==> config.mk <==
export PLATFORM = sky130hd
export DESIGN_NAME = safety_relay_output_control
export DESIGN_NICKNAME = d
export VERILOG_FILES = /design/src/include/safety_relay_pkg.sv /design/src/design/safety_relay_output_control.sv
export SDC_FILE = /design/constraint.sdc
export NUM_CORES = 1
export LEC_CHECK = 0
export BUFFER_PORTS_ARGS = -buffer_cell sky130_fd_sc_hd__buf_2
export CAP_MARGIN = 20
export CORE_ASPECT_RATIO = 0.7
export CORE_MARGIN = 3
export CORE_UTILIZATION = 58
export DETAILED_ROUTE_END_ITERATION = 10
export PLACE_DENSITY = 0.78
export SLEW_MARGIN = 15
export SYNTH_ARGS = -nofsm -noshare
export SYNTH_HDL_FRONTEND = slang
export SYNTH_SLANG_ARGS = --single-unit
==> constraint.sdc <==
create_clock -name clk_sys_in -period 8.1 [get_ports clk_sys_in]
set_input_delay 0.405 -clock clk_sys_in [delete_from_list [all_inputs] [get_ports clk_sys_in]]
set_output_delay 0.405 -clock clk_sys_in [all_outputs]
set_load 0.005 [all_outputs]
==> src/include/safety_relay_pkg.sv <==
// Package of constants and types for the safety relay output control
package safety_relay_pkg;

  localparam int unsigned CLK_HZ            = 10_000_000;
  localparam int unsigned INIT_TIME_US      = 100;
  localparam int unsigned INIT_CYCLES       = (INIT_TIME_US * (CLK_HZ / 1_000_000));
  localparam int unsigned FB_TIMEOUT_MS     = 150;
  localparam int unsigned FB_TIMEOUT_CYCLES = FB_TIMEOUT_MS * (CLK_HZ / 1000);
  localparam int unsigned MARGIN_MS         = 40;
  localparam int unsigned MARGIN_CYCLES     = MARGIN_MS * (CLK_HZ / 1000);
  localparam int unsigned FLASH_MS          = 250;
  localparam int unsigned FLASH_CYCLES      = FLASH_MS * (CLK_HZ / 1000);
  localparam int unsigned OFFTEST_MS        = 1000;
  localparam int unsigned OFFTEST_CYCLES    = OFFTEST_MS * (CLK_HZ / 1000);
  localparam int unsigned OFFTEST_US        = 1;
  localparam int unsigned OFFTEST_LEN       = (OFFTEST_US * CLK_HZ) / 1_000_000;
  localparam int unsigned DELAY_STEP_MS     = 500;
  localparam int unsigned DELAY_STEP_CYCLES = DELAY_STEP_MS * (CLK_HZ / 1000);
  localparam int unsigned CNT_W             = 32;

  // Register map, all offsets are byte addresses
  localparam logic [7:0] CFG_ADDR    = 8'h00;
  localparam logic [7:0] STATUS_ADDR = 8'h04;
  localparam logic [7:0] CLEAR_ADDR  = 8'h08;

  // Configuration field positions
  localparam int unsigned CFG_DUAL_BIT    = 0;
  localparam int unsigned CFG_SHORT_BIT   = 1;
  localparam int unsigned CFG_MON_BIT     = 2;
  localparam int unsigned CFG_SUTEST_BIT  = 3;
  localparam int unsigned CFG_OUT1DLY_BIT = 4;
  localparam int unsigned CFG_DELAY_LSB   = 8;
  localparam int unsigned CFG_DELAY_W     = 4;
  localparam logic [31:0] CFG_RESET       = 32'h0000_0000;

  typedef enum logic [5:0] {
    ST_INIT   = 6'b000001,
    ST_IDLE   = 6'b000010,
    ST_START  = 6'b000100,
    ST_ON     = 6'b001000,
    ST_FBERR  = 6'b010000,
    ST_LOCK   = 6'b100000
  } relay_state_t;

  typedef struct packed {
    logic first_safety_output;
    logic delayed_safety_output;
    logic auxiliary_output_pin;
    logic power_indicator;
    logic channel_one_indicator;
    logic channel_two_indicator;
  } relay_out_t;

  typedef struct packed {
    logic        dual;
    logic        short_det;
    logic        monitored;
    logic        startup_test;
    logic        out1_delayed;
    logic [3:0]  delay_sel;
  } relay_cfg_t;

endpackage

==> src/design/safety_relay_output_control.sv <==
// Safety relay output control with classic Wishbone configuration slave
`timescale 1ns/1ps
module safety_relay_output_control
  import safety_relay_pkg::*;
#(
  parameter int unsigned INIT_LEN     = INIT_CYCLES,
  parameter int unsigned FB_TIMEOUT   = FB_TIMEOUT_CYCLES,
  parameter int unsigned DELAY_STEP   = DELAY_STEP_CYCLES,
  parameter int unsigned MARGIN       = MARGIN_CYCLES,
  parameter int unsigned FLASH_LEN    = FLASH_CYCLES,
  parameter int unsigned OFFTEST_GAP  = OFFTEST_CYCLES
) (
  input  wire logic        clk_sys_in,
  input  wire logic        rst_in,
  input  wire logic        wb_cyc_in,
  input  wire logic        wb_stb_in,
  input  wire logic        wb_we_in,
  input  wire logic [7:0]  wb_adr_in,
  input  wire logic [3:0]  wb_sel_in,
  input  wire logic [31:0] wb_dat_in,
  output logic      [31:0] wb_dat_out,
  output logic             wb_ack_out,
  input  wire logic        input_ch1_in,
  input  wire logic        input_ch2_in,
  input  wire logic        start_button_in,
  input  wire logic        feedback_input_a_in,
  input  wire logic        feedback_input_b_in,
  input  wire logic        or_logic_input_in,
  input  wire logic        and_logic_input_in,
  input  wire logic        earth_fault_in,
  input  wire logic        output_readback_in,
  output logic             test_pulse_1_out,
  output logic             test_pulse_2_out,
  output logic             first_safety_output_out,
  output logic             delayed_safety_output_out,
  output logic             auxiliary_output_pin_out,
  output logic             power_indicator_out,
  output logic             channel_one_indicator_out,
  output logic             channel_two_indicator_out,
  output logic             ready_out
);

  // Refuse counts that the timers and the off-test spacing cannot serve
  if (INIT_LEN < 2 || FB_TIMEOUT < 1 || DELAY_STEP < 1 || FLASH_LEN < 1 || OFFTEST_GAP < 8) begin : g_bad_params
    $error("safety_relay_output_control: counts too small");
  end

  relay_state_t state_q;
  relay_cfg_t   cfg_q;
  relay_cfg_t   cfg_live_q;
  relay_out_t   out_q;
  logic [CNT_W-1:0] init_cnt_q;
  logic [CNT_W-1:0] dly_cnt_q;
  logic [CNT_W-1:0] fb_cnt_q;
  logic [CNT_W-1:0] flash_cnt_q;
  logic [CNT_W-1:0] ot_cnt_q;
  logic        dly_run_q;
  logic        fb_watch_q;
  logic        fb_lock_q;
  logic        fb_pre_err_q;
  logic        short_err_q;
  logic        earth_err_q;
  logic        ot_err_q;
  logic        start_seen_q;
  logic        opened_seen_q;
  logic        flash_q;
  logic        tp_phase_q;
  logic        ot_active_q;
  logic        ot_check_q;
  logic        dly_hold;
  logic        in_closed;
  logic        fb_closed;
  logic        fault;
  logic [CNT_W-1:0] delay_cycles;

  // Delay time from a select code, in cycles
  function automatic logic [CNT_W-1:0] delay_of(input logic [3:0] sel);
    delay_of = CNT_W'(sel) * CNT_W'(DELAY_STEP);
  endfunction

  assign in_closed = ((cfg_q.dual ? (input_ch1_in & input_ch2_in) : input_ch1_in)
                      | or_logic_input_in) & and_logic_input_in;
  assign fb_closed = feedback_input_a_in & feedback_input_b_in;
  assign fault     = fb_lock_q | short_err_q | earth_err_q | ot_err_q;
  assign delay_cycles = delay_of(cfg_q.delay_sel);
  // Covers the opening edge too, so the delayed channel never dips before its timer starts
  assign dly_hold = ((state_q == ST_ON) && !in_closed && delay_cycles != '0) ||
                    (dly_run_q && dly_cnt_q + 1'b1 < delay_cycles);

  // Wishbone slave; single-cycle ack, unmapped reads return zero
  always_ff @(posedge clk_sys_in or posedge rst_in) begin
    if (rst_in) begin
      wb_ack_out <= 1'b0;
      wb_dat_out <= 32'h0000_0000;
      cfg_live_q <= relay_cfg_t'(CFG_RESET[8:0]);
    end else begin
      wb_ack_out <= wb_cyc_in & wb_stb_in & ~wb_ack_out;
      wb_dat_out <= 32'h0000_0000;
      if (wb_cyc_in && wb_stb_in && !wb_ack_out) begin
        if (wb_we_in && wb_adr_in == CFG_ADDR) begin
          if (wb_sel_in[0]) begin
            cfg_live_q.dual         <= wb_dat_in[CFG_DUAL_BIT];
            cfg_live_q.short_det    <= wb_dat_in[CFG_SHORT_BIT];
            cfg_live_q.monitored    <= wb_dat_in[CFG_MON_BIT];
            cfg_live_q.startup_test <= wb_dat_in[CFG_SUTEST_BIT];
            cfg_live_q.out1_delayed <= wb_dat_in[CFG_OUT1DLY_BIT];
          end
          if (wb_sel_in[1])
            cfg_live_q.delay_sel <= wb_dat_in[CFG_DELAY_LSB +: CFG_DELAY_W];
        end else if (!wb_we_in) begin
          case (wb_adr_in)
            CFG_ADDR: begin
              wb_dat_out[CFG_DUAL_BIT]    <= cfg_live_q.dual;
              wb_dat_out[CFG_SHORT_BIT]   <= cfg_live_q.short_det;
              wb_dat_out[CFG_MON_BIT]     <= cfg_live_q.monitored;
              wb_dat_out[CFG_SUTEST_BIT]  <= cfg_live_q.startup_test;
              wb_dat_out[CFG_OUT1DLY_BIT] <= cfg_live_q.out1_delayed;
              wb_dat_out[CFG_DELAY_LSB +: CFG_DELAY_W] <= cfg_live_q.delay_sel;
            end
            STATUS_ADDR: begin
              wb_dat_out[5:0]  <= state_q;
              wb_dat_out[8]    <= fb_pre_err_q;
              wb_dat_out[9]    <= fb_lock_q;
              wb_dat_out[10]   <= short_err_q;
              wb_dat_out[11]   <= earth_err_q;
              wb_dat_out[12]   <= ot_err_q;
              wb_dat_out[13]   <= in_closed;
              wb_dat_out[14]   <= fb_closed;
            end
            default: wb_dat_out <= 32'h0000_0000;
          endcase
        end
      end
    end
  end

  always_ff @(posedge clk_sys_in or posedge rst_in) begin
    if (rst_in)
      cfg_q <= relay_cfg_t'(CFG_RESET[8:0]);
    else if (state_q == ST_INIT)
      cfg_q <= cfg_live_q;
  end

  always_ff @(posedge clk_sys_in or posedge rst_in) begin
    if (rst_in)
      init_cnt_q <= '0;
    else if (state_q == ST_INIT)
      init_cnt_q <= init_cnt_q + 1'b1;
  end

  // Fault latches; earth and short faults need reset, like the others
  always_ff @(posedge clk_sys_in or posedge rst_in) begin
    if (rst_in) begin
      earth_err_q <= 1'b0;
      short_err_q <= 1'b0;
    end else if (state_q != ST_INIT) begin
      if (earth_fault_in)
        earth_err_q <= 1'b1;
      if (cfg_q.dual && cfg_q.short_det && (input_ch1_in ^ tp_phase_q) == (input_ch2_in ^ ~tp_phase_q) &&
          input_ch1_in != input_ch2_in)
        short_err_q <= 1'b1;
    end
  end

  // test pulses alternate, one channel high at a time, while short detection is on; both held high when it is off
  always_ff @(posedge clk_sys_in or posedge rst_in) begin
    if (rst_in) begin
      tp_phase_q       <= 1'b0;
      test_pulse_1_out <= 1'b0;
      test_pulse_2_out <= 1'b0;
    end else begin
      tp_phase_q       <= ~tp_phase_q;
      test_pulse_1_out <= cfg_q.short_det ? ~tp_phase_q : 1'b1;
      test_pulse_2_out <= cfg_q.short_det ? tp_phase_q : 1'b1;
    end
  end

  // periodic off-test on the safety outputs
  always_ff @(posedge clk_sys_in or posedge rst_in) begin
    if (rst_in) begin
      ot_cnt_q    <= '0;
      ot_active_q <= 1'b0;
      ot_check_q  <= 1'b0;
      ot_err_q    <= 1'b0;
    end else if (state_q == ST_ON) begin
      ot_cnt_q <= (ot_cnt_q >= CNT_W'(OFFTEST_GAP)) ? '0 : ot_cnt_q + 1'b1;
      ot_active_q <= (ot_cnt_q == CNT_W'(OFFTEST_GAP - 2));
      // Readback judged in the cycle the output register has actually dropped
      ot_check_q  <= ot_active_q;
      if (ot_check_q && output_readback_in)
        ot_err_q <= 1'b1;
    end else begin
      ot_cnt_q    <= '0;
      ot_active_q <= 1'b0;
      ot_check_q  <= 1'b0;
    end
  end

  always_ff @(posedge clk_sys_in or posedge rst_in) begin
    if (rst_in) begin
      start_seen_q  <= 1'b0;
      opened_seen_q <= 1'b0;
    end else begin
      if (state_q != ST_START)
        start_seen_q <= 1'b0;
      else if (start_button_in)
        start_seen_q <= 1'b1;
      if (state_q != ST_INIT && !in_closed)
        opened_seen_q <= 1'b1;
    end
  end

  always_ff @(posedge clk_sys_in or posedge rst_in) begin
    if (rst_in) begin
      fb_watch_q <= 1'b0;
      fb_cnt_q   <= '0;
      fb_lock_q  <= 1'b0;
    end else begin
      if (out_q.delayed_safety_output && !dly_run_q && state_q == ST_ON && !in_closed && delay_cycles == '0) begin
        fb_watch_q <= 1'b1;
        fb_cnt_q   <= '0;
      end else if (dly_run_q && dly_cnt_q + 1'b1 >= delay_cycles) begin
        fb_watch_q <= 1'b1;
        fb_cnt_q   <= '0;
      end else if (fb_watch_q) begin
        if (fb_closed)
          fb_watch_q <= 1'b0;
        else if (fb_cnt_q + 1'b1 >= CNT_W'(FB_TIMEOUT)) begin
          fb_lock_q  <= 1'b1;
          fb_watch_q <= 1'b0;
        end else
          fb_cnt_q <= fb_cnt_q + 1'b1;
      end
    end
  end

  // worst-case off bound is held by the count itself
  always_ff @(posedge clk_sys_in or posedge rst_in) begin
    if (rst_in) begin
      dly_run_q <= 1'b0;
      dly_cnt_q <= '0;
    end else if (state_q == ST_ON && !in_closed && !dly_run_q && delay_cycles != '0) begin
      dly_run_q <= 1'b1;
      dly_cnt_q <= '0;
    end else if (dly_run_q) begin
      if (dly_cnt_q + 1'b1 >= delay_cycles)
        dly_run_q <= 1'b0;
      dly_cnt_q <= dly_cnt_q + 1'b1;
    end
  end

  // Main sequencer
  always_ff @(posedge clk_sys_in or posedge rst_in) begin
    if (rst_in) begin
      state_q      <= ST_INIT;
      fb_pre_err_q <= 1'b0;
    end else begin
      case (state_q)
        ST_INIT:
          if (init_cnt_q >= CNT_W'(INIT_LEN - 1))
            state_q <= ST_IDLE;
        ST_IDLE:
          if (fault)
            state_q <= ST_LOCK;
          else if (in_closed && !dly_run_q && !fb_watch_q &&
                   (!cfg_q.startup_test || opened_seen_q))
            state_q <= ST_START;
        ST_START:
          if (fault)
            state_q <= ST_LOCK;
          else if (!in_closed)
            state_q <= ST_IDLE;
          else if (!cfg_q.monitored || (start_seen_q && !start_button_in)) begin
            if (!fb_closed) begin
              state_q      <= ST_FBERR;
              fb_pre_err_q <= 1'b1;
            end else
              state_q <= ST_ON;
          end
        ST_ON:
          if (fault || !in_closed)
            state_q <= fault ? ST_LOCK : ST_IDLE;
        // need loops closed and input reset
        ST_FBERR:
          if (fault)
            state_q <= ST_LOCK;
          else if (fb_closed && !in_closed) begin
            fb_pre_err_q <= 1'b0;
            state_q      <= ST_IDLE;
          end
        ST_LOCK:
          state_q <= ST_LOCK;
        default:
          state_q <= ST_LOCK;
      endcase
    end
  end

  // Alternate flash timebase for the error display
  always_ff @(posedge clk_sys_in or posedge rst_in) begin
    if (rst_in) begin
      flash_cnt_q <= '0;
      flash_q     <= 1'b0;
    end else if (flash_cnt_q >= CNT_W'(FLASH_LEN - 1)) begin
      flash_cnt_q <= '0;
      flash_q     <= ~flash_q;
    end else
      flash_cnt_q <= flash_cnt_q + 1'b1;
  end

  // Outputs; the delayed channel holds through the running delay
  always_ff @(posedge clk_sys_in or posedge rst_in) begin
    if (rst_in) begin
      out_q     <= '0;
      ready_out <= 1'b0;
    end else begin
      out_q.power_indicator <= (state_q != ST_INIT);
      ready_out <= (state_q != ST_INIT) && fb_closed && !fault;
      out_q.auxiliary_output_pin <= (state_q == ST_ON) && in_closed;
      out_q.first_safety_output  <= ((state_q == ST_ON) && in_closed && !ot_active_q) ||
                                    (cfg_q.out1_delayed && dly_hold);
      out_q.delayed_safety_output <= ((state_q == ST_ON) && in_closed && !ot_active_q) || dly_hold;
      case (state_q)
        ST_FBERR: begin
          out_q.channel_one_indicator <= flash_q;
          out_q.channel_two_indicator <= ~flash_q;
        end
        ST_LOCK: begin
          out_q.channel_one_indicator <= flash_q;
          out_q.channel_two_indicator <= flash_q;
        end
        default: begin
          out_q.channel_one_indicator <= (state_q == ST_ON) && in_closed;
          out_q.channel_two_indicator <= ((state_q == ST_ON) && in_closed) || dly_hold;
        end
      endcase
    end
  end

  assign first_safety_output_out   = out_q.first_safety_output;
  assign delayed_safety_output_out = out_q.delayed_safety_output;
  assign auxiliary_output_pin_out  = out_q.auxiliary_output_pin;
  assign power_indicator_out       = out_q.power_indicator;
  assign channel_one_indicator_out = out_q.channel_one_indicator;
  assign channel_two_indicator_out = out_q.channel_two_indicator;

endmodule

==> metrics <==
Worst-Skew Late Latency=500 ps; crit-path most repeated cell=sky130_fd_sc_hd__ha_1; crit path launch type=register; leakage power figure=6.268 nW; part of the cycle the worst path needs=0.7059; Vias/cell=5.891; share of flip-flops with an asynchronous set or reset after synthesis=1.000; height of the die=127.6 um; number of global-route vias before repair=9,250; DP Wirelength=18,700 um; number of nets in the layout=1,467; Worst Path Class, Setup=reg2reg; GRT overflow=0; combined area of all synthesized cells=12,260 um2; cts repair resizes=0; clock period minus worst slack=5717 ps; GPL Wtd Cong=0.8992; Placeable Area=20,280 um2; Clock Skews=11.10 ps; layout cell share with drive strength beyond 1=0.1047; number of sinks driven by the clock tree=220; Worst setup EP type=register; timing-limited maximum frequency=174.9 MHz; first drt pass iteration count=6; crit path max-delay cell type=sky130_fd_sc_hd__dfrtp_1; total power density per cell area=170.6 nW/um2; total of endpoints with negative setup slack in the final report=0; summed negative setup slack over all endpoints=0 ps; first-pass GRT wire length=46,420 um; register clock-pin slew on the reported worst setup and hold paths=60 ps; number of antenna violations at the first check in global routing=1; post-layout power=2.322 mW; worst setup slack before clock tree synthesis=2407 ps; Port Buf Inserts=55; end-of-flow core utilization=0.6710; Die X-Extent=179.8 um; cell-by-cell trace of the critical path=inv_1 > ha_1 > inv_1 > fa_1 > ha_1 > nor2_1 > o31ai_2 > o2111ai_2 > o21bai_1 > nand2_1 > nand2_1 > xnor2_1 > ha_1 > a21o_1 > a21o_1 > a2111oi_2 > o211ai_1 > o31ai_2 > o31ai_4 > buf_4 > nor2_2 > and2_1; Final Hold Fails=0; most common flop cell mapped by yosys=sky130_fd_sc_hd__dfrtp_1; count of boundary I/O pins=100; pin count of the biggest net entering global routing=150; Warnings, synthesis=0; Max-cap violations=0; max-slew violations=0; Worst slew margin=0.2430; #FFs+latches synth=220; Worst-Margin Slew=1107 ps; largest buffer count on any clock path=3; count of standard-cell rows=43; post-layout worst setup margin=2383 ps; Detail Route Antenna Nets=0; unrepaired setup endpoints after global routing=false; status=completed; number of buffers added by the clock tree synthesis step=22; required time of the critical path=8530 ps; violation count after the first detailed-route iteration=740; Post-synth EDFFs=0; post-route worst hold slack=147.5 ps; path type of the worst min-delay path=in2reg; total vias in the final route=9,643; final routed wire length divided by cell count=16.63 um; VDD IR-drop max=0.1298 mV; post-synthesis cell count=1,287; total length of routed wires=27,230 um; overall track demand over capacity in global routing=0.2396; cell chosen for the clock root=sky130_fd_sc_hd__clkbuf_16; area growth from synthesis to layout=11.02%; CTS H-tree depth=1; CTS tree=done; data arrival time of the worst path=6150 ps; sequential-to-total area share from yosys stat=0.4492; Fill cells=1,565; Worst path max stage delay=670 ps; DRC=0; initial standard-cell utilization of the core=0.6044; Total Die Area=22,940 um2; average size of a mapped cell=9.525 um2; post-synthesis cell type count=74; largest fanout on the critical path=23
## worst max-delay path, delay by kind of cell (launching register included)
| family | cells | cell delay, ps |
|---|---|---|
| AO/OA/AOI/OAI | 9 | 2170 |
| adder cells (fa/ha/maj) | 4 | 1340 |
| AND/OR/NAND/NOR | 5 | 820 |
| flip-flops | 1 | 670 |
| buffers and inverters | 3 | 560 |
| XOR/XNOR | 1 | 80 |
## metal layers
layer  vias to the layer above  track usage  part of all wire
li1                       4607            -                 -
met1                      4711       0.3703              0.49
met2                       290       0.3615              0.43
met3                        35      0.03614             0.057
met4                         0      0.05045             0.017
met5                         -            0                 0
## path summary, 6_finish.rpt
check,from,to,slack [ps],cells past startpoint
min in group asynchronous,rst_in,flash_cnt_q[29],420,3
max,cfg_q[2],fb_cnt_q[26],2380,22
min reg2reg,tp_phase_q,test_pulse_1_out,450,1
max in group asynchronous,rst_in,ot_cnt_q[0],6550,4
min,earth_fault_in,earth_err_q,150,2
max reg2reg,cfg_q[2],fb_cnt_q[26],2380,22
## synth_stat cells, types with 3 or more instances
cell | count | share of area
sky130_fd_sc_hd__or4_1 | 3 | 0.0018
sky130_fd_sc_hd__inv_1 | 33 | 0.010
sky130_fd_sc_hd__ha_1 | 57 | 0.058
sky130_fd_sc_hd__o31ai_2 | 3 | 0.0031
sky130_fd_sc_hd__a21o_1 | 12 | 0.0073
sky130_fd_sc_hd__nor2_1 | 139 | 0.043
sky130_fd_sc_hd__nand2b_1 | 6 | 0.0031
sky130_fd_sc_hd__and2_1 | 24 | 0.012
sky130_fd_sc_hd__buf_4 | 21 | 0.013
sky130_fd_sc_hd__xor2_1 | 72 | 0.051
sky130_fd_sc_hd__a21oi_1 | 28 | 0.011
sky130_fd_sc_hd__and3_1 | 31 | 0.016
sky130_fd_sc_hd__o21ai_0 | 70 | 0.029
sky130_fd_sc_hd__mux2_2 | 15 | 0.014
sky130_fd_sc_hd__mux2i_1 | 3 | 0.0024
sky130_fd_sc_hd__o31ai_1 | 13 | 0.0080
sky130_fd_sc_hd__a211oi_1 | 6 | 0.0037
sky130_fd_sc_hd__nor3_1 | 20 | 0.0082
sky130_fd_sc_hd__dfrtp_1 | 219 | 0.45
sky130_fd_sc_hd__o211ai_1 | 11 | 0.0067
sky130_fd_sc_hd__a2111oi_0 | 3 | 0.0021
sky130_fd_sc_hd__nand2_1 | 149 | 0.046
sky130_fd_sc_hd__nor3b_1 | 12 | 0.0073
sky130_fd_sc_hd__o21bai_1 | 3 | 0.0018
sky130_fd_sc_hd__nand3b_1 | 5 | 0.0031
sky130_fd_sc_hd__o21a_1 | 5 | 0.0031
sky130_fd_sc_hd__or2_2 | 3 | 0.0015
sky130_fd_sc_hd__nand4_1 | 41 | 0.021
sky130_fd_sc_hd__clkbuf_1 | 29 | 0.0089
sky130_fd_sc_hd__a31oi_1 | 12 | 0.0061
sky130_fd_sc_hd__a22o_1 | 9 | 0.0064
sky130_fd_sc_hd__xnor2_1 | 64 | 0.046
sky130_fd_sc_hd__nand3_1 | 64 | 0.026
sky130_fd_sc_hd__and4_1 | 11 | 0.0079
sky130_fd_sc_hd__a31o_2 | 5 | 0.0036
sky130_fd_sc_hd__nor2b_1 | 8 | 0.0041
sky130_fd_sc_hd__nor4_1 | 18 | 0.0092
sky130_fd_sc_hd__buf_2 | 9 | 0.0037
sky130_fd_sc_hd__or3_1 | 4 | 0.0020
## kinds of logic (layout without fill, tap and decap cells)
family                     after synthesis  after routing  share of synthesized area
and+or+nand+nor                        555            555                     0.2284
other                                    1             38                  0.0003059
xor gates and xnor gates               136            136                    0.09716
adders and majority gates               59             59                    0.06144
DFF                                    220            220                     0.4492
AOI/OAI and AO/OA                      205            205                     0.1115
muxes                                   18             18                    0.01623
buffers and inverters                   93            136                    0.03582
## per-stage QoR
step,cell area (um2),instances
after floorplan,12390,1323
after global placement,12740,1592
after detailed placement,12740,1592
after CTS,13540,1632
after global routing,13610,1637
final,13610,1637
## where the power goes
part	leakage (nW)	switching, mW	total [mW]	internal [mW]
registers	2.98	0.0165	1.13	1.11
clock network	0.392	0.422	1.10	0.680
logic	2.90	0.0646	0.0906	0.0261
## cells in the final DEF (no fill, tap or decap), drive strengths merged, types with 24 or more instances in the layout
master / synthesis / layout
dfrtp: 219 / 219
nand3: 65 / 65
o21ai: 70 / 70
buf: 31 / 62
xor2: 72 / 72
conb: 1 / 37
inv: 33 / 34
ha: 57 / 57
and2: 24 / 24
and3: 31 / 31
xnor2: 64 / 64
nor2: 140 / 140
clkbuf: 29 / 33
nand4: 43 / 43
nand2: 149 / 149
a21oi: 29 / 29
## area by class of cell
cell class                      count  area [um2]  area share
Clock inverter                      7       116.4    0.008549
Inverter                           33       131.4    0.009652
Timing Repair Buffer               63       365.4     0.02684
Multi-Input combinational cell   1010        6467      0.4752
Tap cell                          270       337.8     0.02482
Clock buffer                       33       683.2     0.05019
Sequential cell                   220        5507      0.4046
Antenna cell                        1       2.502   0.0001839
## flip-flops by register name, indices dropped and copies added (netlist names), 9 cells and up
register and flops:
cfg_live_q 9, cfg_q 9, dly_cnt_q 32, fb_cnt_q 32
flash_cnt_q 32, init_cnt_q 32, ot_cnt_q 32, wb_dat_out 13
## repair_timing
action / in CTS / in global routing
hold endpoints to repair: 0 / 30
hold buffers: 0 / 1
setup buffers: 0 / 0
No activity file was read; power rests on OpenSTA's default activity.
